File: config.mk
export PLATFORM = sky130hd
export DESIGN_NAME = scdp_channel
export DESIGN_NICKNAME = d
export VERILOG_FILES = /design/src/scdp_pkg.sv /design/src/scdp_channel.sv
export SDC_FILE = /design/constraint.sdc
export NUM_CORES = 1
export LEC_CHECK = 0
export ABC_AREA = 1
export BUFFER_PORTS_ARGS = -buffer_cell sky130_fd_sc_hd__buf_2
export CORE_MARGIN = 2
export CORE_UTILIZATION = 45
export CTS_CLUSTER_SIZE = 16
export DETAILED_ROUTE_END_ITERATION = 7
export PLACE_DENSITY_LB_ADDON = 0.3
export SETUP_SLACK_MARGIN = 0.15
export SLEW_MARGIN = 20
export SYNTH_ARGS = -nofsm -noshare
export SYNTH_HDL_FRONTEND = slang
export SYNTH_SLANG_ARGS = --single-unit
export TNS_END_PERCENT = 10
File: constraint.sdc
create_clock -name clk -period 3.2 [get_ports clk]
set_clock_uncertainty 0.2 [all_clocks]
set_input_delay 0.64 -clock clk [delete_from_list [all_inputs] [get_ports clk]]
set_output_delay 0.64 -clock clk [all_outputs]
set_load 0.05 [all_outputs]
File: src/scdp_pkg.sv
// Purpose: shared constants and types of the serial channel character datapath
// Assumes: APB byte addresses, one 32-bit word per register, data in low byte
// Notes: field positions are bit indices inside the low byte of each register
`default_nettype none
package scdp_pkg;
	// register byte addresses
	localparam logic [7:0] ADDR_COMMAND = 8'h00;
	localparam logic [7:0] ADDR_INT_CFG = 8'h04;
	localparam logic [7:0] ADDR_RX_PARAM = 8'h08;
	localparam logic [7:0] ADDR_MISC_MODE = 8'h0c;
	localparam logic [7:0] ADDR_TX_PARAM = 8'h10;
	localparam logic [7:0] ADDR_SYNC_LOW = 8'h14;
	localparam logic [7:0] ADDR_SYNC_HIGH = 8'h18;
	localparam logic [7:0] ADDR_TX_BUFFER = 8'h1c;
	localparam logic [7:0] ADDR_MAIN_STATUS = 8'h20;
	localparam logic [7:0] ADDR_SPECIAL_STATUS = 8'h24;
	localparam logic [7:0] ADDR_OPTION = 8'h28;
	localparam logic [7:0] ADDR_RX_BUFFER = 8'h2c;
	localparam logic [7:0] REG_RESET = 8'h00;
	// field positions
	localparam int CMD_ERR_RESET = 0;
	localparam int ICFG_PARITY_SPECIAL = 2;
	localparam int RXP_LEN_HI = 7;
	localparam int RXP_LEN_LO = 6;
	localparam int RXP_AUTO_EN = 5;
	localparam int RXP_ENABLE = 0;
	localparam int MODE_PARITY_EN = 0;
	localparam int MODE_PARITY_EVEN = 1;
	localparam int MODE_STOP_HI = 3;
	localparam int MODE_STOP_LO = 2;
	localparam int MODE_SYNC_HI = 5;
	localparam int MODE_SYNC_LO = 4;
	localparam int TXP_DTR = 7;
	localparam int TXP_LEN_HI = 6;
	localparam int TXP_LEN_LO = 5;
	localparam int TXP_ENABLE = 3;
	localparam int OPT_XTAL = 0;
	localparam int OPT_DMA_REQ = 1;
	localparam int OPT_SRC_HI = 3;
	localparam int OPT_SRC_LO = 2;
	localparam int MST_AVAIL = 0;
	localparam int MST_TX_EMPTY = 2;
	localparam int MST_CARRIER = 3;
	localparam int MST_HUNT = 4;
	localparam int SST_PARITY = 4;
	localparam int SST_OVERRUN = 5;
	localparam int SST_LOCKED = 6;
	// mode field values
	localparam logic [1:0] STOP_SYNC_MODES = 2'h0;
	localparam logic [1:0] SYNC_EXTERNAL = 2'h3;
	// synchronised pin vector positions
	localparam int PIN_RXCLK = 4;
	localparam int PIN_TXCLK = 3;
	localparam int PIN_RXDATA = 2;
	localparam int PIN_CARRIER = 1;
	localparam int PIN_FRAME = 0;
	localparam int PIN_W = 5;
	// datapath sizes
	localparam int RX_DEPTH = 3;
	localparam logic [1:0] RX_FULL = 2'h3;
	localparam int HIST_W = 16;
	localparam int SNAP_HI = 15;
	localparam int SNAP_LO = 8;
	localparam int NINE_HI = 14;
	localparam int NINE_LO = 7;
	localparam logic [3:0] BITS_MIN = 4'h5;
	localparam logic [3:0] BITS_BYTE = 4'h8;
	localparam logic [3:0] BITS_NINE = 4'h9;
	localparam logic MARK = 1'b1;

	typedef enum logic [1:0] {
		LEN5 = 2'b00,
		LEN6 = 2'b01,
		LEN7 = 2'b10,
		LEN8 = 2'b11
	} scdp_len_e;

	typedef enum logic [1:0] {
		SRC_BUFFER = 2'b00,
		SRC_SYNC_LOW = 2'b01,
		SRC_SYNC_HIGH = 2'b10
	} scdp_txsrc_e;

	typedef struct packed {
		logic parityErr;
		logic [7:0] data;
	} scdp_rx_entry_s;
endpackage
`default_nettype wire

File: src/scdp_channel.sv
// Purpose: receive and transmit character datapath of one serial channel
// Assumes: clk 200 MHz; link clocks much slower, sampled and edge-detected here
// Notes: one wait-free access phase on APB; prdata prepared in the setup cycle
`timescale 1ns/100ps
`default_nettype none
module scdp_channel (
	// clock and reset
	input wire logic clk,
	input wire logic rst_n,
	// apb slave
	input wire logic psel,
	input wire logic penable,
	input wire logic pwrite,
	input wire logic [7:0] paddr,
	input wire logic [31:0] pwdata,
	output logic [31:0] prdata,
	output logic pready,
	output logic pslverr,
	// serial link
	input wire logic receiveClockPin,
	input wire logic transmitClockPin,
	input wire logic rxDataPin,
	output logic txDataPin,
	// modem pins
	input wire logic carrierDetectPin,
	input wire logic framePinIn,
	output logic framePinOut,
	output logic framePinOe,
	output logic readyRequestPin
);

	function automatic logic [3:0] charBits(input scdp_pkg::scdp_len_e len);
		charBits = scdp_pkg::BITS_MIN + {2'h0, len};
	endfunction

	// leading ones over three zeros shorten a five-bit character
	function automatic logic [3:0] fiveBits(input logic [7:0] b);
		if (b[7:1] == 7'h78) begin
			fiveBits = 4'h1;
		end else if (b[7:2] == 6'h38) begin
			fiveBits = 4'h2;
		end else if (b[7:3] == 5'h18) begin
			fiveBits = 4'h3;
		end else if (b[7:4] == 4'h8) begin
			fiveBits = 4'h4;
		end else begin
			fiveBits = scdp_pkg::BITS_MIN;
		end
	endfunction

	// pin synchronisers: a level counts once stages two and three agree
	logic [scdp_pkg::PIN_W-1:0] pinIn, s1_q, s2_q, s3_q, lvl_q, lvl_d;
	assign pinIn = {receiveClockPin, transmitClockPin, rxDataPin, carrierDetectPin, framePinIn};
	assign lvl_d = (s2_q & s3_q) | (lvl_q & (s2_q ^ s3_q));
	always_ff @(posedge clk) begin
		s1_q <= pinIn;
		s2_q <= s1_q;
		s3_q <= s2_q;
		// reset to the settled pin level so no false edge follows reset
		lvl_q <= rst_n ? lvl_d : s3_q;
	end
	logic rxRise, txFall, carrierLvl, frameLvl;
	assign rxRise = lvl_d[scdp_pkg::PIN_RXCLK] & ~lvl_q[scdp_pkg::PIN_RXCLK];
	assign txFall = ~lvl_d[scdp_pkg::PIN_TXCLK] & lvl_q[scdp_pkg::PIN_TXCLK];
	assign carrierLvl = lvl_q[scdp_pkg::PIN_CARRIER];
	assign frameLvl = lvl_q[scdp_pkg::PIN_FRAME];

	// software registers
	logic [7:0] intCfg_q, rxParam_q, mode_q, txParam_q, syncLow_q, syncHigh_q, txBuf_q, opt_q;
	logic pready_q, rdValid_q;
	logic apbSetup, apbAccess, wrAccess, rdAccess;
	assign apbSetup = psel & ~penable;
	assign apbAccess = psel & penable & pready_q;
	assign wrAccess = apbAccess & pwrite;
	assign rdAccess = apbAccess & ~pwrite;
	logic wrCmd, wrIcfg, wrRxp, wrMode, wrTxp, wrSyncLo, wrSyncHi, wrTxBuf, wrOpt;
	assign wrCmd = wrAccess & (paddr == scdp_pkg::ADDR_COMMAND);
	assign wrIcfg = wrAccess & (paddr == scdp_pkg::ADDR_INT_CFG);
	assign wrRxp = wrAccess & (paddr == scdp_pkg::ADDR_RX_PARAM);
	assign wrMode = wrAccess & (paddr == scdp_pkg::ADDR_MISC_MODE);
	assign wrTxp = wrAccess & (paddr == scdp_pkg::ADDR_TX_PARAM);
	assign wrSyncLo = wrAccess & (paddr == scdp_pkg::ADDR_SYNC_LOW);
	assign wrSyncHi = wrAccess & (paddr == scdp_pkg::ADDR_SYNC_HIGH);
	assign wrTxBuf = wrAccess & (paddr == scdp_pkg::ADDR_TX_BUFFER);
	assign wrOpt = wrAccess & (paddr == scdp_pkg::ADDR_OPTION);
	logic errReset, rdBuffer;
	assign errReset = wrCmd & pwdata[scdp_pkg::CMD_ERR_RESET];
	assign rdBuffer = rdAccess & (paddr == scdp_pkg::ADDR_RX_BUFFER) & rdValid_q;

	always_ff @(posedge clk) begin
		if (!rst_n) begin
			intCfg_q <= scdp_pkg::REG_RESET;
			rxParam_q <= scdp_pkg::REG_RESET;
			mode_q <= scdp_pkg::REG_RESET;
			txParam_q <= scdp_pkg::REG_RESET;
			syncLow_q <= scdp_pkg::REG_RESET;
			syncHigh_q <= scdp_pkg::REG_RESET;
			txBuf_q <= scdp_pkg::REG_RESET;
			opt_q <= scdp_pkg::REG_RESET;
		end else begin
			if (wrIcfg) intCfg_q <= pwdata[7:0];
			if (wrRxp) rxParam_q <= pwdata[7:0];
			if (wrMode) mode_q <= pwdata[7:0];
			if (wrTxp) txParam_q <= pwdata[7:0];
			if (wrSyncLo) syncLow_q <= pwdata[7:0];
			if (wrSyncHi) syncHigh_q <= pwdata[7:0];
			if (wrTxBuf) txBuf_q <= pwdata[7:0];
			if (wrOpt) opt_q <= pwdata[7:0];
		end
	end

	// mode decode
	logic parEn, parEven, syncModes, frameOutWanted, rxOn, rxGated;
	scdp_pkg::scdp_len_e rxLen, txLen;
	scdp_pkg::scdp_txsrc_e txSrc;
	assign parEn = mode_q[scdp_pkg::MODE_PARITY_EN];
	assign parEven = mode_q[scdp_pkg::MODE_PARITY_EVEN];
	assign syncModes = mode_q[scdp_pkg::MODE_STOP_HI:scdp_pkg::MODE_STOP_LO]
		== scdp_pkg::STOP_SYNC_MODES;
	assign frameOutWanted = syncModes
		& (mode_q[scdp_pkg::MODE_SYNC_HI:scdp_pkg::MODE_SYNC_LO] != scdp_pkg::SYNC_EXTERNAL);
	assign rxLen = scdp_pkg::scdp_len_e'(rxParam_q[scdp_pkg::RXP_LEN_HI:scdp_pkg::RXP_LEN_LO]);
	assign txLen = scdp_pkg::scdp_len_e'(txParam_q[scdp_pkg::TXP_LEN_HI:scdp_pkg::TXP_LEN_LO]);
	assign txSrc = scdp_pkg::scdp_txsrc_e'(opt_q[scdp_pkg::OPT_SRC_HI:scdp_pkg::OPT_SRC_LO]);
	assign rxGated = rxParam_q[scdp_pkg::RXP_AUTO_EN] & carrierLvl;
	assign rxOn = rxParam_q[scdp_pkg::RXP_ENABLE] & ~rxGated;

	// receive assembly
	logic rxSample_q, parAcc_q, pendErr_q, pendNine_q, rxPushReq_q;
	logic [3:0] bitCnt_q, pendLeft_q;
	logic [scdp_pkg::HIST_W-1:0] hist_q, histD;
	scdp_pkg::scdp_rx_entry_s rxPushEntry_q, pushEntry;
	logic bitNew, doneNow, nine, errNow, pushNow, pushLate;
	logic [3:0] rxTotal, bitCntInc, waitBits;
	assign bitNew = rxSample_q;
	assign histD = {bitNew, hist_q[scdp_pkg::HIST_W-1:1]};
	assign rxTotal = charBits(rxLen) + {3'h0, parEn};
	assign bitCntInc = bitCnt_q + 4'h1;
	assign doneNow = rxRise & rxOn & (bitCntInc >= rxTotal);
	assign nine = rxTotal == scdp_pkg::BITS_NINE;
	assign waitBits = nine ? 4'h0 : scdp_pkg::BITS_BYTE - rxTotal;
	assign errNow = parEn & (parAcc_q ^ bitNew ^ ~parEven);
	assign pushNow = doneNow & (waitBits == 4'h0);
	assign pushLate = rxRise & ~doneNow & (pendLeft_q == 4'h1);
	// trailing stream bits fill the top of a short character
	logic [7:0] pushData;
	logic pushErr;
	assign pushData = (pushNow ? nine : pendNine_q)
		? histD[scdp_pkg::NINE_HI:scdp_pkg::NINE_LO]
		: histD[scdp_pkg::SNAP_HI:scdp_pkg::SNAP_LO];
	assign pushErr = pushNow ? errNow : pendErr_q;
	assign pushEntry = {pushErr, pushData};

	always_ff @(posedge clk) begin
		if (!rst_n) begin
			rxSample_q <= scdp_pkg::MARK;
			hist_q <= '0;
			bitCnt_q <= 4'h0;
			parAcc_q <= 1'b0;
			pendLeft_q <= 4'h0;
			pendErr_q <= 1'b0;
			pendNine_q <= 1'b0;
			rxPushReq_q <= 1'b0;
			rxPushEntry_q <= '0;
		end else begin
			rxPushReq_q <= pushNow | pushLate;
			rxPushEntry_q <= pushEntry;
			if (rxRise) begin
				rxSample_q <= lvl_q[scdp_pkg::PIN_RXDATA];
				hist_q <= histD;
				if (doneNow) begin
					bitCnt_q <= 4'h0;
					parAcc_q <= 1'b0;
					pendLeft_q <= waitBits;
					pendErr_q <= errNow;
					pendNine_q <= nine;
				end else begin
					bitCnt_q <= rxOn ? bitCntInc : 4'h0;
					parAcc_q <= rxOn & (parAcc_q ^ bitNew);
					if (pendLeft_q != 4'h0) pendLeft_q <= pendLeft_q - 4'h1;
				end
			end
		end
	end

	// receive fifo with per-entry status, top at index 0
	scdp_pkg::scdp_rx_entry_s fifo_q [scdp_pkg::RX_DEPTH];
	scdp_pkg::scdp_rx_entry_s fifoD [scdp_pkg::RX_DEPTH];
	logic [1:0] cnt_q, cntD;
	logic lock_q, overrun_q, special, popTop, clearTopErr, pushDrop;
	assign special = fifo_q[0].parityErr & intCfg_q[scdp_pkg::ICFG_PARITY_SPECIAL];
	assign popTop = (rdBuffer & ~lock_q & ~special) | (errReset & lock_q);
	assign clearTopErr = errReset & ~lock_q;
	always_comb begin
		fifoD = fifo_q;
		cntD = cnt_q;
		pushDrop = 1'b0;
		if (popTop) begin
			for (int i = 0; i < scdp_pkg::RX_DEPTH - 1; i++) begin
				fifoD[i] = fifo_q[i + 1];
			end
			// vacated slot must not show stale status once it reaches the top
			fifoD[scdp_pkg::RX_DEPTH - 1] = '0;
			cntD = cnt_q - 2'h1;
		end
		if (clearTopErr) fifoD[0].parityErr = 1'b0;
		if (rxPushReq_q) begin
			if (cntD == scdp_pkg::RX_FULL) begin
				pushDrop = 1'b1;
			end else begin
				fifoD[cntD] = rxPushEntry_q;
				cntD = cntD + 2'h1;
			end
		end
	end
	always_ff @(posedge clk) begin
		if (!rst_n) begin
			cnt_q <= 2'h0;
			lock_q <= 1'b0;
			overrun_q <= 1'b0;
			for (int i = 0; i < scdp_pkg::RX_DEPTH; i++) fifo_q[i] <= '0;
		end else begin
			fifo_q <= fifoD;
			cnt_q <= cntD;
			// the flagged character stays on top while the lock holds
			if (rdBuffer & special) lock_q <= 1'b1;
			else if (errReset) lock_q <= 1'b0;
			// a drop in the clearing cycle still sets overrun
			overrun_q <= pushDrop | (overrun_q & ~errReset);
		end
	end

	// transmitter
	logic txFull_q, txOut_q;
	logic [7:0] txShift_q, loadByte;
	logic [3:0] txLeft_q, loadCount;
	logic txEn, txIdle, loadBuf, loadSync, txLoad;
	assign txEn = txParam_q[scdp_pkg::TXP_ENABLE];
	assign txIdle = txLeft_q == 4'h0;
	assign loadBuf = txFall & txIdle & txEn & txFull_q;
	assign loadSync = txFall & txIdle & txEn & ~txFull_q & (txSrc != scdp_pkg::SRC_BUFFER);
	assign txLoad = loadBuf | loadSync;
	assign loadByte = loadBuf ? txBuf_q
		: ((txSrc == scdp_pkg::SRC_SYNC_LOW) ? syncLow_q : syncHigh_q);
	// length taken at the move, so a later change waits for the next character
	assign loadCount = (txLen == scdp_pkg::LEN5) ? fiveBits(loadByte) : charBits(txLen);
	always_ff @(posedge clk) begin
		if (!rst_n) begin
			txFull_q <= 1'b0;
			txOut_q <= scdp_pkg::MARK;
			txShift_q <= 8'h00;
			txLeft_q <= 4'h0;
		end else begin
			// a write in the move cycle refills the buffer
			txFull_q <= wrTxBuf | (txFull_q & ~loadBuf);
			if (txLoad) begin
				txOut_q <= loadByte[0];
				txShift_q <= {1'b0, loadByte[7:1]};
				txLeft_q <= loadCount - 4'h1;
			end else if (txFall & ~txIdle) begin
				txOut_q <= txShift_q[0];
				txShift_q <= {1'b0, txShift_q[7:1]};
				txLeft_q <= txLeft_q - 4'h1;
			end else if (txFall) begin
				txOut_q <= scdp_pkg::MARK;
			end
		end
	end

	// status and modem pins
	logic huntFlag, dtrBit;
	logic [7:0] mainStatus, specialStatus, rdMux;
	assign huntFlag = ~opt_q[scdp_pkg::OPT_XTAL] & ~frameOutWanted & frameLvl;
	assign dtrBit = txParam_q[scdp_pkg::TXP_DTR];
	always_comb begin
		mainStatus = 8'h00;
		mainStatus[scdp_pkg::MST_AVAIL] = cnt_q != 2'h0;
		mainStatus[scdp_pkg::MST_TX_EMPTY] = ~txFull_q;
		mainStatus[scdp_pkg::MST_CARRIER] = carrierLvl;
		mainStatus[scdp_pkg::MST_HUNT] = huntFlag;
		specialStatus = 8'h00;
		specialStatus[scdp_pkg::SST_PARITY] = fifo_q[0].parityErr;
		specialStatus[scdp_pkg::SST_OVERRUN] = overrun_q;
		specialStatus[scdp_pkg::SST_LOCKED] = lock_q;
	end
	logic addrKnown;
	assign addrKnown = (paddr[1:0] == 2'h0) & (paddr <= scdp_pkg::ADDR_RX_BUFFER);
	assign rdMux = (paddr == scdp_pkg::ADDR_INT_CFG) ? intCfg_q
		: (paddr == scdp_pkg::ADDR_RX_PARAM) ? rxParam_q
		: (paddr == scdp_pkg::ADDR_MISC_MODE) ? mode_q
		: (paddr == scdp_pkg::ADDR_TX_PARAM) ? txParam_q
		: (paddr == scdp_pkg::ADDR_SYNC_LOW) ? syncLow_q
		: (paddr == scdp_pkg::ADDR_SYNC_HIGH) ? syncHigh_q
		: (paddr == scdp_pkg::ADDR_MAIN_STATUS) ? mainStatus
		: (paddr == scdp_pkg::ADDR_SPECIAL_STATUS) ? specialStatus
		: (paddr == scdp_pkg::ADDR_OPTION) ? opt_q
		: (paddr == scdp_pkg::ADDR_RX_BUFFER) ? fifo_q[0].data
		: 8'h00;

	// output flops; read data is captured in setup so the access needs no wait
	logic [31:0] prdata_q;
	logic pslverr_q, frameOut_q, frameOe_q, readyReq_q;
	always_ff @(posedge clk) begin
		if (!rst_n) begin
			pready_q <= 1'b0;
			rdValid_q <= 1'b0;
			prdata_q <= 32'h0000_0000;
			pslverr_q <= 1'b0;
			frameOut_q <= 1'b0;
			frameOe_q <= 1'b0;
			readyReq_q <= 1'b1;
		end else begin
			pready_q <= apbSetup;
			if (apbSetup) begin
				prdata_q <= {24'h00_0000, rdMux};
				pslverr_q <= ~addrKnown;
				rdValid_q <= cnt_q != 2'h0;
			end
			frameOe_q <= frameOutWanted;
			frameOut_q <= rxPushReq_q;
			// with the request option set the pin is active low while a character waits; otherwise it is the inverse of dtrBit
			readyReq_q <= opt_q[scdp_pkg::OPT_DMA_REQ] ? (cnt_q == 2'h0) : ~dtrBit;
		end
	end
	assign prdata = prdata_q;
	assign pready = pready_q;
	assign pslverr = pslverr_q;
	assign txDataPin = txOut_q;
	assign framePinOut = frameOut_q;
	assign framePinOe = frameOe_q;
	assign readyRequestPin = readyReq_q;
endmodule
`default_nettype wire

==> summary.md, run 1 <==
| Metric | Value |
|---|---|
| Share of cells above drive strength 1 | `0.141` |
| Hold buffer count at CTS | `0` |
| RSZ-0062 raised after global routing | `no` |
| Status | `finished, final reports clean` |
| Row Count | `48` |
| Fmax | `~360 MHz` |
| Clock buffer count from CTS | `17` |
| Worst path slowest cell | `ha_2` |
| Total number of vias | `6834` |
| CP Cell Sequence | `inv_1, ha_1, inv_1, ha_2, inv_1, ha_1, inv_1, nor2_1, o211ai_1, nand3_1, nand2_1, buf_4, a31oi_1, buf_4, inv_1, a311oi_1, nor2_1` |
| Syn avg cell area | `7.68 um^2` |
| IO Count | `88` |
| Tightest Hold Check Type | `primary input to flip-flop` |
| Clk_lat worst skew | `0.43 ns` |
| CTS tree | `done` |
| Cell with the most instances after synthesis | `dfxtp_1` |
| DR vias/cell | `slightly above 5` |
| Max incr delay on CP | `approximately 0.35 ns` |
| Initial Util | `0.462` |
| Synth warn | `0` |
| Post-Syn Area | `slightly above 8000 um^2` |
| Final Power | `4.42 mW` |
| CP Capture Type | `flip-flop` |
| Largest net degree at the start of global routing | `48` |
| Peak VDD IR | `0.000373 V` |
| Number of synthesized flops with an enable pin | `0` |
| Final Util | `0.514` |
| CTS H-tree lvls | `4` |
| Worst Hold End | `s1_q[0]$_DFF_P_` |
| Fin crit period | `approximately 2.8 ns` |
| IO buf count | `39` |
| Setup slack, reg-to-reg | `0.43 ns` |
| Yosys cell types | `46` |
| Crit path DAT | `2.89 ns` |
| Worst Path Required | `3.31 ns` |
| Core area | `17400 um^2` |
| Post-synthesis sequential area ratio | `0.428` |
| # nets final | `1156` |
| Root Buffer | `clkbuf_16` |
| Crit path kind | `flip-flop to flip-flop` |
| DIE AREA | `19000 um^2` |
| Reg2reg start | `rxParam_q[6]$_SDFFE_PN0P_` |
| Register bit total from synthesis | `172` |
| Gate power share | `0.052` |
| Drt pass-1 iters | `6` |
| Final setup TNS | `0 ns` |
| Detailed Route Iter0 Violations | `446` |
| Hold Path Stages | `1` |
| CP most frequent cell | `inv_1` |
| Max-slew violation count | `0` |
| Largest cells by area after synthesis | `dfxtp_1, o21ai_0, a21oi_1` |
| Synth top cells by count | `dfxtp_1, nand2_1, nor2_1, o21ai_0, a21oi_1` |
| Placer Congestion | `0.876` |
| Post-route ant nets | `0` |
| MaxCap Viol Count | `0` |
| Die width | `138 um` |
| Leak | `between 3 and 4 nW` |
| Initial antenna violation count | `0` |
| Dpl hpwl | `13800 um` |
| Top_reg_cell synth | `dfxtp_1` |
| Hold wc startpoint | `framePinIn` |
| Drt total wl | `a little under 20000 um` |
| DR WL/cell | `14.8 um` |
| Synth-to-layout area growth | `11.2%` |
| Max Buffers Root-to-Sink | `2` |
| Top cell type by total area after synthesis | `dfxtp_1` |
| Syn Inst Count | `1049` |
| Grt ovf | `0` |
| Sw Share | `0.229` |
| Vias in the first global route | `6280` |
| ANT cells | `0` |
| GRT Util Overall | `0.215` |
| Final hold viol count | `0` |
| Register share of total power | `0.496` |
| Fillers | `1686` |
| Synth top area share | `0.428` |
| Setup-failing EPs final | `0` |
| Psw | `1.01 mW` |
| Post-synth ARST share | `0` |
| Die Span Y | `138 um` |
| Post-cts resize count | `0` |
| Pwr Density | `494 nW/um^2` |
| DRC viols | `0` |
| CTS sink cnt | `around 170` |
| Worst setup SP type | `flip-flop` |
| R2R cell count | `17` |
| Clock group share of total power | `0.453` |
| Internal | `3.41 mW` |
| Highest net fanout along the worst path | `8` |
| Final hold slack | `between 0.1 and 0.15 ns` |
| Clock transition at path regs | `0.06 ns` |
| Capture point of the worst reg-to-reg path | `pendLeft_q[1]$_SDFFE_PN0P_` |
| Setup bufs post-CTS | `0` |
| First-pass GRT wire length | `roughly 32000 um` |
| Fin crit share | `0.867` |
-- metal layers --
metal	track usage	routed length, um	vias up
li1	-	-	3524
met3	0.0419	822	33
met4	0.0595	331	0
met5	0	0	-
met2	0.341	8970	161
met1	0.299	9460	3116
-- power groups by stage --
| stage | Sequential [mW] | Combinational [mW] | Clock (mW) |
|---|---|---|---|
| 2_1_floorplan | 2.24 | 0.176 | 0 |
| 3_3_place_gp | 2.24 | 0.225 | 0 |
| 3_5_place_dp | 2.24 | 0.227 | 0 |
| 4_1_cts | 2.19 | 0.227 | 2.03 |
| 5_1_grt | 2.19 | 0.249 | 2.12 |
| 6_report | 2.19 | 0.228 | 2.00 |
-- area by class of cell --
cell class                      instances  area (um^2)  area share
Clock buffer                           21          470      0.0525
Inverter                              110          418      0.0466
Multi-Input combinational cell        723         3880       0.433
Tap cell                              225          282      0.0314
Timing Repair Buffer                   63          375      0.0419
Sequential cell                       172         3440       0.384
Clock inverter                          7         92.6      0.0103
-- per-stage QoR --
step / worst slack, ns / cells / cell area [um^2]
4_1_cts: 0.290 / 1321 / 8950
2_1_floorplan: 0.538 / 1072 / 8140
3_3_place_gp: 0.345 / 1293 / 8390
6_report: 0.426 / 1321 / 8960
5_1_grt: 0.148 / 1321 / 8960
3_5_place_dp: 0.315 / 1293 / 8390
-- worst max-delay path: cells and delay by family (launching register included) --
kind / cells / cell delay [ns]
AND/OR/NAND/NOR: 4 / 0.32
buffers and inverters: 7 / 0.60
AO/OA/AOI/OAI: 3 / 0.43
adder cells (fa/ha/maj): 3 / 0.78
flip-flops: 1 / 0.31
-- how the worst max path moves through the flow --
stage / slack (ns) / to / cells after the start / from
5_1_grt: 0.15 / rxPushEntry_q[7]$_SDFF_PN0_ / 18 / rxParam_q[6]$_SDFFE_PN0P_
3_5_place_dp: 0.31 / fifo_q[10]$_SDFF_PN0_ / 14 / paddr[7]
4_1_cts: 0.29 / rxPushEntry_q[3]$_SDFF_PN0_ / 18 / rxParam_q[6]$_SDFFE_PN0P_
3_3_place_gp: 0.34 / fifo_q[10]$_SDFF_PN0_ / 14 / paddr[7]
6_report: 0.43 / pendLeft_q[1]$_SDFFE_PN0P_ / 17 / rxParam_q[6]$_SDFFE_PN0P_
2_1_floorplan: 0.54 / rxPushEntry_q[0]$_SDFF_PN0_ / 18 / mode_q[0]$_SDFFE_PN0P_
-- state kept, by name (all words and copies together) (netlist names), 4 cells and up --
register and cells:
prdata 8, txBuf_q 8, syncHigh_q 8, s2_q 5
pendLeft_q 4, lvl_q 5, rxPushEntry_q 9, intCfg_q 8
s1_q 5, syncLow_q 8, txLeft_q 4, rxParam_q 8
mode_q 8, txShift_q 7, s3_q 5, bitCnt_q 4
opt_q 8, txParam_q 8, hist_q 8, fifo_q 27
-- cells by family after synthesis --
kind of cell,count (synthesis),synth area share
AND/OR/NAND/NOR,361,0.200
flip-flops,172,0.428
other,1,0.000466
AO/OA/AOI/OAI,296,0.205
multiplexers,17,0.0256
XOR/XNOR,6,0.00886
adder cells (fa/ha/maj),19,0.0295
buffers and inverters,177,0.102
-- cells in the final DEF, fill, tap and decap left out, drive strengths merged, types with 23 or more instances in the layout --
cell type and instances:
nand3 29, conb 24, buf 63, nor2 145, nand4 23, a21oi 116, inv 107, dfxtp 172
nand2 158, o21ai 137
(Power assumes the default switching activity.)
==> inputs of run 2 (changes only) <==
--- a/config.mk
+++ b/config.mk
@@ -7,11 +7,12 @@
 export LEC_CHECK = 0
 export ABC_AREA = 1
 export BUFFER_PORTS_ARGS = -buffer_cell sky130_fd_sc_hd__buf_2
-export CORE_MARGIN = 2
+export CORE_MARGIN = 1.5
 export CORE_UTILIZATION = 45
 export CTS_CLUSTER_SIZE = 16
 export DETAILED_ROUTE_END_ITERATION = 7
 export PLACE_DENSITY_LB_ADDON = 0.3
+export RECOVER_POWER = 50
 export SETUP_SLACK_MARGIN = 0.15
 export SLEW_MARGIN = 20
 export SYNTH_ARGS = -nofsm -noshare
==> summary.md, run 2 (synthesis results as in run 1) <==
| Metric | Value |
|---|---|
| DR vias/cell | `5.21 (was 5.17)` |
| Crit path DAT | `3.03 ns (was 2.89 ns)` |
| Vias in the first global route | `6305 (was 6280)` |
| Final hold viol count | `0 (unchanged)` |
| Largest net degree at the start of global routing | `108 (was 48)` |
| Drt pass-1 iters | `5 (was 6)` |
| Top Registers | `fifo_q (27), rxPushEntry_q (9) (unchanged)` |
| Placer Congestion | `0.887 (was 0.876)` |
| Fillers | `1737 (was 1686)` |
| Highest net fanout along the worst path | `8 (unchanged)` |
| Die width | `137 um (was 138 um)` |
| Root Buffer | `clkbuf_16 (unchanged)` |
| CP startpoint | `mode_q[0]$_SDFFE_PN0P_ (was rxParam_q[6]$_SDFFE_PN0P_)` |
| CTS H-tree lvls | `4 (unchanged)` |
| Failing checks | `max-capacitance violations, max-slew violations` |
| Max Buffers Root-to-Sink | `2 (unchanged)` |
| Row Count | `48 (unchanged)` |
| GRT Util Overall | `0.216 (was 0.215)` |
| Pwr Density | `509 nW/um^2 (was 494 nW/um^2)` |
| Hold buffer count at CTS | `0 (unchanged)` |
| Worst Path Required | `3.35 ns (was 3.31 ns)` |
| Share of cells above drive strength 1 | `0.127 (was 0.141)` |
| Final setup TNS | `0 ns (unchanged)` |
| CP Cell Sequence | `inv_1, ha_1, inv_1, ha_1, inv_1, ha_1, inv_1, nor2_1, o211ai_1, nand3_1, nand2_2, inv_2, nand2_1, nand2_1, nand2_1, buf_4, o21ai_0, nor2_1 (was inv_1, ha_1, inv_1, ha_2, inv_1, ha_1, inv_1, nor2_1, o211ai_1, nand3_1, nand2_1, buf_4, a31oi_1, buf_4, inv_1, a311oi_1, nor2_1)` |
| Reg2reg start | `mode_q[0]$_SDFFE_PN0P_ (was rxParam_q[6]$_SDFFE_PN0P_)` |
| Clock transition at path regs | `0.07 ns (was 0.06 ns)` |
| Worst path slowest cell | `dfxtp_1 (was ha_2)` |
| DR WL/cell | `14.7 um (was 14.8 um)` |
| Max-slew violation count | `108 (was 0)` |
| Leak | `3.69 nW (was 3.72 nW)` |
| Tightest Hold Check Type | `primary input to flip-flop (unchanged)` |
| Total number of vias | `6908 (was 6834)` |
| Status | `finished with violations (was finished, final reports clean)` |
| ANT cells | `0 (unchanged)` |
| CTS tree | `done (unchanged)` |
| Clock buffer count from CTS | `17 (unchanged)` |
| Post-route ant nets | `0 (unchanged)` |
| Initial antenna violation count | `0 (unchanged)` |
| Drt total wl | `19400 um (was 19600 um)` |
| Slew headroom | `-0.254` |
| Tightest Pin Transition | `1.88 ns` |
| CTS sink cnt | `172 (unchanged)` |
| MaxCap Viol Count | `1 (was 0)` |
| DRC viols | `0 (unchanged)` |
| DIE AREA | `18700 um^2 (was 19000 um^2)` |
| CP most frequent cell | `inv_1 (unchanged)` |
| Finished Layout Cells | `1325 (was 1321)` |
| Cell count after placement | `1294 (was 1293)` |
| Hold wc startpoint | `rxDataPin (was framePinIn)` |
| IO buf count | `39 (unchanged)` |
| Max FFs per register | `27 (unchanged)` |
| Core area | `17400 um^2 (unchanged)` |
| RSZ-0062 raised after global routing | `yes (was no)` |
| Dpl hpwl | `13500 um (was 13800 um)` |
| Worst setup SP type | `flip-flop (unchanged)` |
| Most frequent cells in the layout | `dfxtp_1, nand2_1, nor2_1, o21ai_0, a21oi_1 (unchanged)` |
| Fin crit share | `0.898 (was 0.867)` |
| Setup-failing EPs final | `0 (unchanged)` |
| Peak VDD IR | `0.000375 V (was 0.000373 V)` |
| Fin crit period | `2.87 ns (was 2.77 ns)` |
| Worst Path Buf+Inv | `6 (was 7)` |
| Clk_lat worst skew | `0.43 ns (about the same)` |
| Delay-heaviest family, CP | `simple AND/OR/NAND/NOR gates (was adder cells)` |
| Reg with most FFs | `fifo_q (unchanged)` |
| Fmax | `348 MHz (was 360 MHz)` |
| Synth-to-layout area growth | `11.4% (was 11.2%)` |
| Crit path kind | `flip-flop to flip-flop (unchanged)` |
| First-pass GRT wire length | `31500 um (was 31700 um)` |
| Initial Util | `0.462 (unchanged)` |
| CP Capture Type | `flip-flop (unchanged)` |
| Max incr delay on CP | `0.33 ns (was 0.35 ns)` |
| Detailed Route Iter0 Violations | `461 (was 446)` |
| # nets final | `1157 (was 1156)` |
| Die Span Y | `137 um (was 138 um)` |
| IO Count | `88 (unchanged)` |
| Grt ovf | `0 (unchanged)` |
| Commonest non-fill, non-tap cell in the layout | `dfxtp_1 (unchanged)` |
[run 2: worst reg2reg max path: stages (launching register included)]
cell	delay, ns
dfxtp_1	0.33
inv_1	0.08
ha_1	0.13
inv_1	0.04
ha_1	0.33
inv_1	0.08
ha_1	0.30
inv_1	0.07
nor2_1	0.04
o211ai_1	0.15
nand3_1	0.13
nand2_2	0.16
inv_2	0.09
nand2_1	0.11
nand2_1	0.06
nand2_1	0.09
buf_4	0.15
o21ai_0	0.07
nor2_1	0.21
[run 2: through the flow]
stage	total power [mW]	setup slack (ns)	hold slack [ns]	cell area [um^2]	utilization
after detailed placement	2.47	0.290	0.113	8400	0.482
after global placement	2.46	0.322	0.110	8400	0.482
after global routing	4.72	0.0817	0.0885	8970	0.515
after floorplan	2.42	0.538	0.110	8140	-
after CTS	4.59	0.258	0.0959	9010	0.517
final	4.57	0.327	0.110	8970	0.515
[run 2: power by group]
part           internal [mW]  leakage (nW)  switching [mW]
Clock                   1.25         0.288           0.904
Combinational         0.0462          2.00           0.179
Sequential              2.17          1.40          0.0194
[run 2: cell type report]
class | instances | area, um^2 | share of cell area
multi-input cells | 723 | 3860 | 0.431
flip-flops and latches | 172 | 3440 | 0.384
clock buffers | 18 | 429 | 0.0478
inverters | 110 | 418 | 0.0466
repair buffers | 64 | 355 | 0.0396
well taps | 225 | 282 | 0.0314
clock inverters | 13 | 179 | 0.0199
[run 2: what timing repair did]
item | 4_1_cts | 5_1_grt
buffers inserted | 0 | 0
setup endpoints to repair | 0 | 13
resized for setup | 0 | 4
[run 2: worst paths after layout]
path	cells after the start	endpoint	slack [ns]
max	18	rxPushEntry_q[5]$_SDFF_PN0_	0.33
min reg2reg	0	s2_q[3]$_DFF_P_	0.13
min	1	s1_q[2]$_DFF_P_	0.11
max reg2reg	18	rxPushEntry_q[5]$_SDFF_PN0_	0.33
[run 2: routing by layer]
layer / track usage / wire [um] / share of wire / vias to the layer above
met4: 0.0696 / 394 / 0.020 / 0
li1: - / - / - / 3522
met1: 0.301 / 9210 / 0.47 / 3183
met5: 0 / 0 / 0 / -
met3: 0.0415 / 1010 / 0.052 / 25
met2: 0.339 / 8830 / 0.45 / 178
==> inputs of run 3 (changes only) <==
--- a/config.mk
+++ b/config.mk
@@ -7,8 +7,10 @@
 export LEC_CHECK = 0
 export ABC_AREA = 1
 export BUFFER_PORTS_ARGS = -buffer_cell sky130_fd_sc_hd__buf_2
+export CELL_PAD_IN_SITES_DETAIL_PLACEMENT = 0
+export CELL_PAD_IN_SITES_GLOBAL_PLACEMENT = 2
 export CORE_MARGIN = 1.5
-export CORE_UTILIZATION = 45
+export CORE_UTILIZATION = 34
 export CTS_CLUSTER_SIZE = 16
 export DETAILED_ROUTE_END_ITERATION = 7
 export PLACE_DENSITY_LB_ADDON = 0.3
==> summary.md, run 3 (synthesis results as in run 1) <==
| Metric | Value |
|---|---|
| Status | `finished with violations (unchanged)` |
| Failing checks | `max-capacitance violations, max-slew violations (unchanged)` |
| Tightest Hold Check Type | `primary input to flip-flop (unchanged)` |
| Placer Congestion | `0.789 (was 0.887)` |
| Initial Util | `0.345 (was 0.462)` |
| Placed inst area | `8520 um^2 (was 8400 um^2)` |
| RSZ-0062 raised after global routing | `yes (unchanged)` |
| MaxCap Viol Count | `1 (unchanged)` |
| Sw Share | `0.252 (was 0.241)` |
| Reg2reg start | `rxParam_q[6]$_SDFFE_PN0P_ (was mode_q[0]$_SDFFE_PN0P_)` |
| Grt ovf | `0 (unchanged)` |
| Gate power share | `0.053 (was 0.049)` |
| Worst slack, placed | `0.271 ns (was 0.290 ns)` |
| Most frequent cells in the layout | `dfxtp_1, nand2_1, nor2_1, o21ai_0, a21oi_1 (unchanged)` |
| Post-route ant nets | `0 (unchanged)` |
| ANT cells | `0 (unchanged)` |
| Initial antenna violation count | `0 (unchanged)` |
| Tightest Pin Transition | `2.00 ns (was 1.88 ns)` |
| # nets final | `1156 (was 1157)` |
| Hold Path Stages | `1 (unchanged)` |
| Setup slack, reg-to-reg | `0.37 ns (was 0.33 ns)` |
| Final Worst Setup Slack | `0.284 ns (was 0.327 ns)` |
| DRC viols | `0 (unchanged)` |
| CTS tree | `done (unchanged)` |
| CTS sink cnt | `172 (unchanged)` |
| Slew headroom | `-0.334 (was -0.254)` |
| GRT Util Overall | `0.187 (was 0.216)` |
| Total number of vias | `6789 (was 6908)` |
| Share of cells above drive strength 1 | `0.128 (was 0.127)` |
| Met3 WL post-DR | `504 um (was 1010 um)` |
| DR vias/cell | `4.78 (was 5.21)` |
| Highest net fanout along the worst path | `30 (was 8)` |
| Die width | `157 um (was 137 um)` |
| DR top layer | `met4 (unchanged)` |
| Clock transition at path regs | `0.06 ns (was 0.07 ns)` |
| Met1 wire length | `11100 um (was 9210 um)` |
| Row Count | `56 (was 48)` |
| CP Capture Type | `flip-flop (unchanged)` |
| Capture point of the worst reg-to-reg path | `pendLeft_q[1]$_SDFFE_PN0P_ (was rxPushEntry_q[5]$_SDFF_PN0_)` |
| Root Buffer | `clkbuf_16 (unchanged)` |
| Crit path kind | `primary input to flip-flop (was flip-flop to flip-flop)` |
| DIE AREA | `24600 um^2 (was 18700 um^2)` |
| Largest net degree at the start of global routing | `108 (unchanged)` |
| Reg with most FFs | `fifo_q (unchanged)` |
| Drt pass-1 iters | `5 (unchanged)` |
| CTS H-tree lvls | `4 (unchanged)` |
| Dpl hpwl | `15600 um (was 13500 um)` |
| First-pass GRT wire length | `35400 um (was 31500 um)` |
| Detailed Route Iter0 Violations | `407 (was 461)` |
| Register share of total power | `0.496 (was 0.480)` |
| Top Registers | `fifo_q (27), rxPushEntry_q (9) (unchanged)` |
| Max Buffers Root-to-Sink | `2 (unchanged)` |
| Fillers | `2503 (was 1737)` |
| Die Span Y | `157 um (was 137 um)` |
| Final hold slack | `0.108 ns (was 0.110 ns)` |
| IO Count | `88 (unchanged)` |
| Leak | `3.66 nW (was 3.69 nW)` |
| Final hold viol count | `0 (unchanged)` |
| Worst setup SP type | `primary input (was flip-flop)` |
| Final setup TNS | `0 ns (unchanged)` |
| DR WL/cell | `15.5 um (was 14.7 um)` |
| Synth-to-layout area growth | `12.6% (was 11.4%)` |
| Psw | `1.11 mW (was 1.10 mW)` |
| Fin crit period | `2.92 ns (was 2.87 ns)` |
| Pwr Density | `487 nW/um^2 (was 509 nW/um^2)` |
| Vias in the first global route | `6458 (was 6305)` |
| Commonest non-fill, non-tap cell in the layout | `dfxtp_1 (unchanged)` |
| Fin crit share | `0.911 (was 0.898)` |
| Internal | `3.30 mW (was 3.46 mW)` |
| Fmax | `343 MHz (was 348 MHz)` |
| Peak VDD IR | `0.000304 V (was 0.000375 V)` |
| Hold wc startpoint | `receiveClockPin (was rxDataPin)` |
| Max-slew violation count | `108 (unchanged)` |
| Worst Path Required | `3.26 ns (was 3.35 ns)` |
| R2R cell count | `17 (was 18)` |
| Max FFs per register | `27 (unchanged)` |
| Clk_lat worst skew | `0.43 ns (about the same)` |
| Drt total wl | `22000 um (was 19400 um)` |
| IO buf count | `39 (unchanged)` |
| Clock buffer count from CTS | `17 (unchanged)` |
| Met2 wire len | `10100 um (was 8830 um)` |
| Setup bufs post-CTS | `0 (unchanged)` |
| Core area | `23300 um^2 (was 17400 um^2)` |
| Final instance area | `9070 um^2 (was 8970 um^2)` |
| Clock group share of total power | `0.451 (was 0.471)` |
| Worst Hold End | `s1_q[4]$_DFF_P_ (was s1_q[2]$_DFF_P_)` |
| Setup-failing EPs final | `0 (unchanged)` |
| Crit path DAT | `2.98 ns (was 3.03 ns)` |
==> run 3: critical path: stages <==
cell and delay, ns:
buf_2 0.10, inv_1 0.85, dlymetal6s4s_1 1.13, o21ai_0 0.23
==> run 3: per-layer routing <==
layer / up-vias / GRT usage
met1: 3144 / 0.257
met3: 16 / 0.0251
met5: - / 0
met4: 0 / 0.0476
met2: 102 / 0.307
li1: 3527 / -
==> run 3: area by class of cell <==
| cell class | instances | area, um^2 | share of cell area |
|---|---|---|---|
| flip-flops and latches | 172 | 3440 | 0.380 |
| inverters | 110 | 418 | 0.0461 |
| well taps | 319 | 399 | 0.0440 |
| clock buffers | 21 | 480 | 0.0530 |
| multi-input cells | 723 | 3890 | 0.429 |
| repair buffers | 63 | 355 | 0.0392 |
| clock inverters | 11 | 85.1 | 0.00938 |
==> run 3: worst max-delay path by stage <==
stage / startpoint / endpoint / slack (ns) / depth (start not counted)
6_report: rst_n / lvl_q[1]$_DFF_P_ / 0.28 / 4
2_1_floorplan: mode_q[0]$_SDFFE_PN0P_ / rxPushEntry_q[0]$_SDFF_PN0_ / 0.54 / 18
5_1_grt: rxParam_q[6]$_SDFFE_PN0P_ / rxPushEntry_q[1]$_SDFF_PN0_ / 0.10 / 18
4_1_cts: s2_q[3]$_DFF_P_ / txLeft_q[2]$_SDFFE_PN0P_ / 0.25 / 15
3_5_place_dp: s2_q[3]$_DFF_P_ / txLeft_q[2]$_SDFFE_PN0P_ / 0.27 / 15
3_3_place_gp: paddr[7] / fifo_q[10]$_SDFF_PN0_ / 0.30 / 14
==> run 3: power groups by stage <==
| stage | Combinational, mW | Clock, mW | Sequential [mW] |
|---|---|---|---|
| 2_1_floorplan | 0.176 | 0 | 2.24 |
| 3_3_place_gp | 0.236 | 0 | 2.24 |
| 3_5_place_dp | 0.237 | 0 | 2.24 |
| 4_1_cts | 0.238 | 2.05 | 2.19 |
| 5_1_grt | 0.258 | 2.13 | 2.19 |
| 6_report | 0.233 | 1.99 | 2.19 |
==> run 3: through the flow <==
stage / std cells / utilization / power, mW
2_1_floorplan: 1072 / - / 2.42
3_3_place_gp: 1387 / 0.365 / 2.48
4_1_cts: 1419 / 0.389 / 4.47
5_1_grt: 1419 / 0.389 / 4.58
6_report: 1419 / 0.389 / 4.41
3_5_place_dp: 1387 / 0.365 / 2.48
==> run 3: what timing repair did <==
action,4_1_cts,5_1_grt
hold buffers,0,0
gates resized for setup,0,4
setup endpoints to repair,0,10
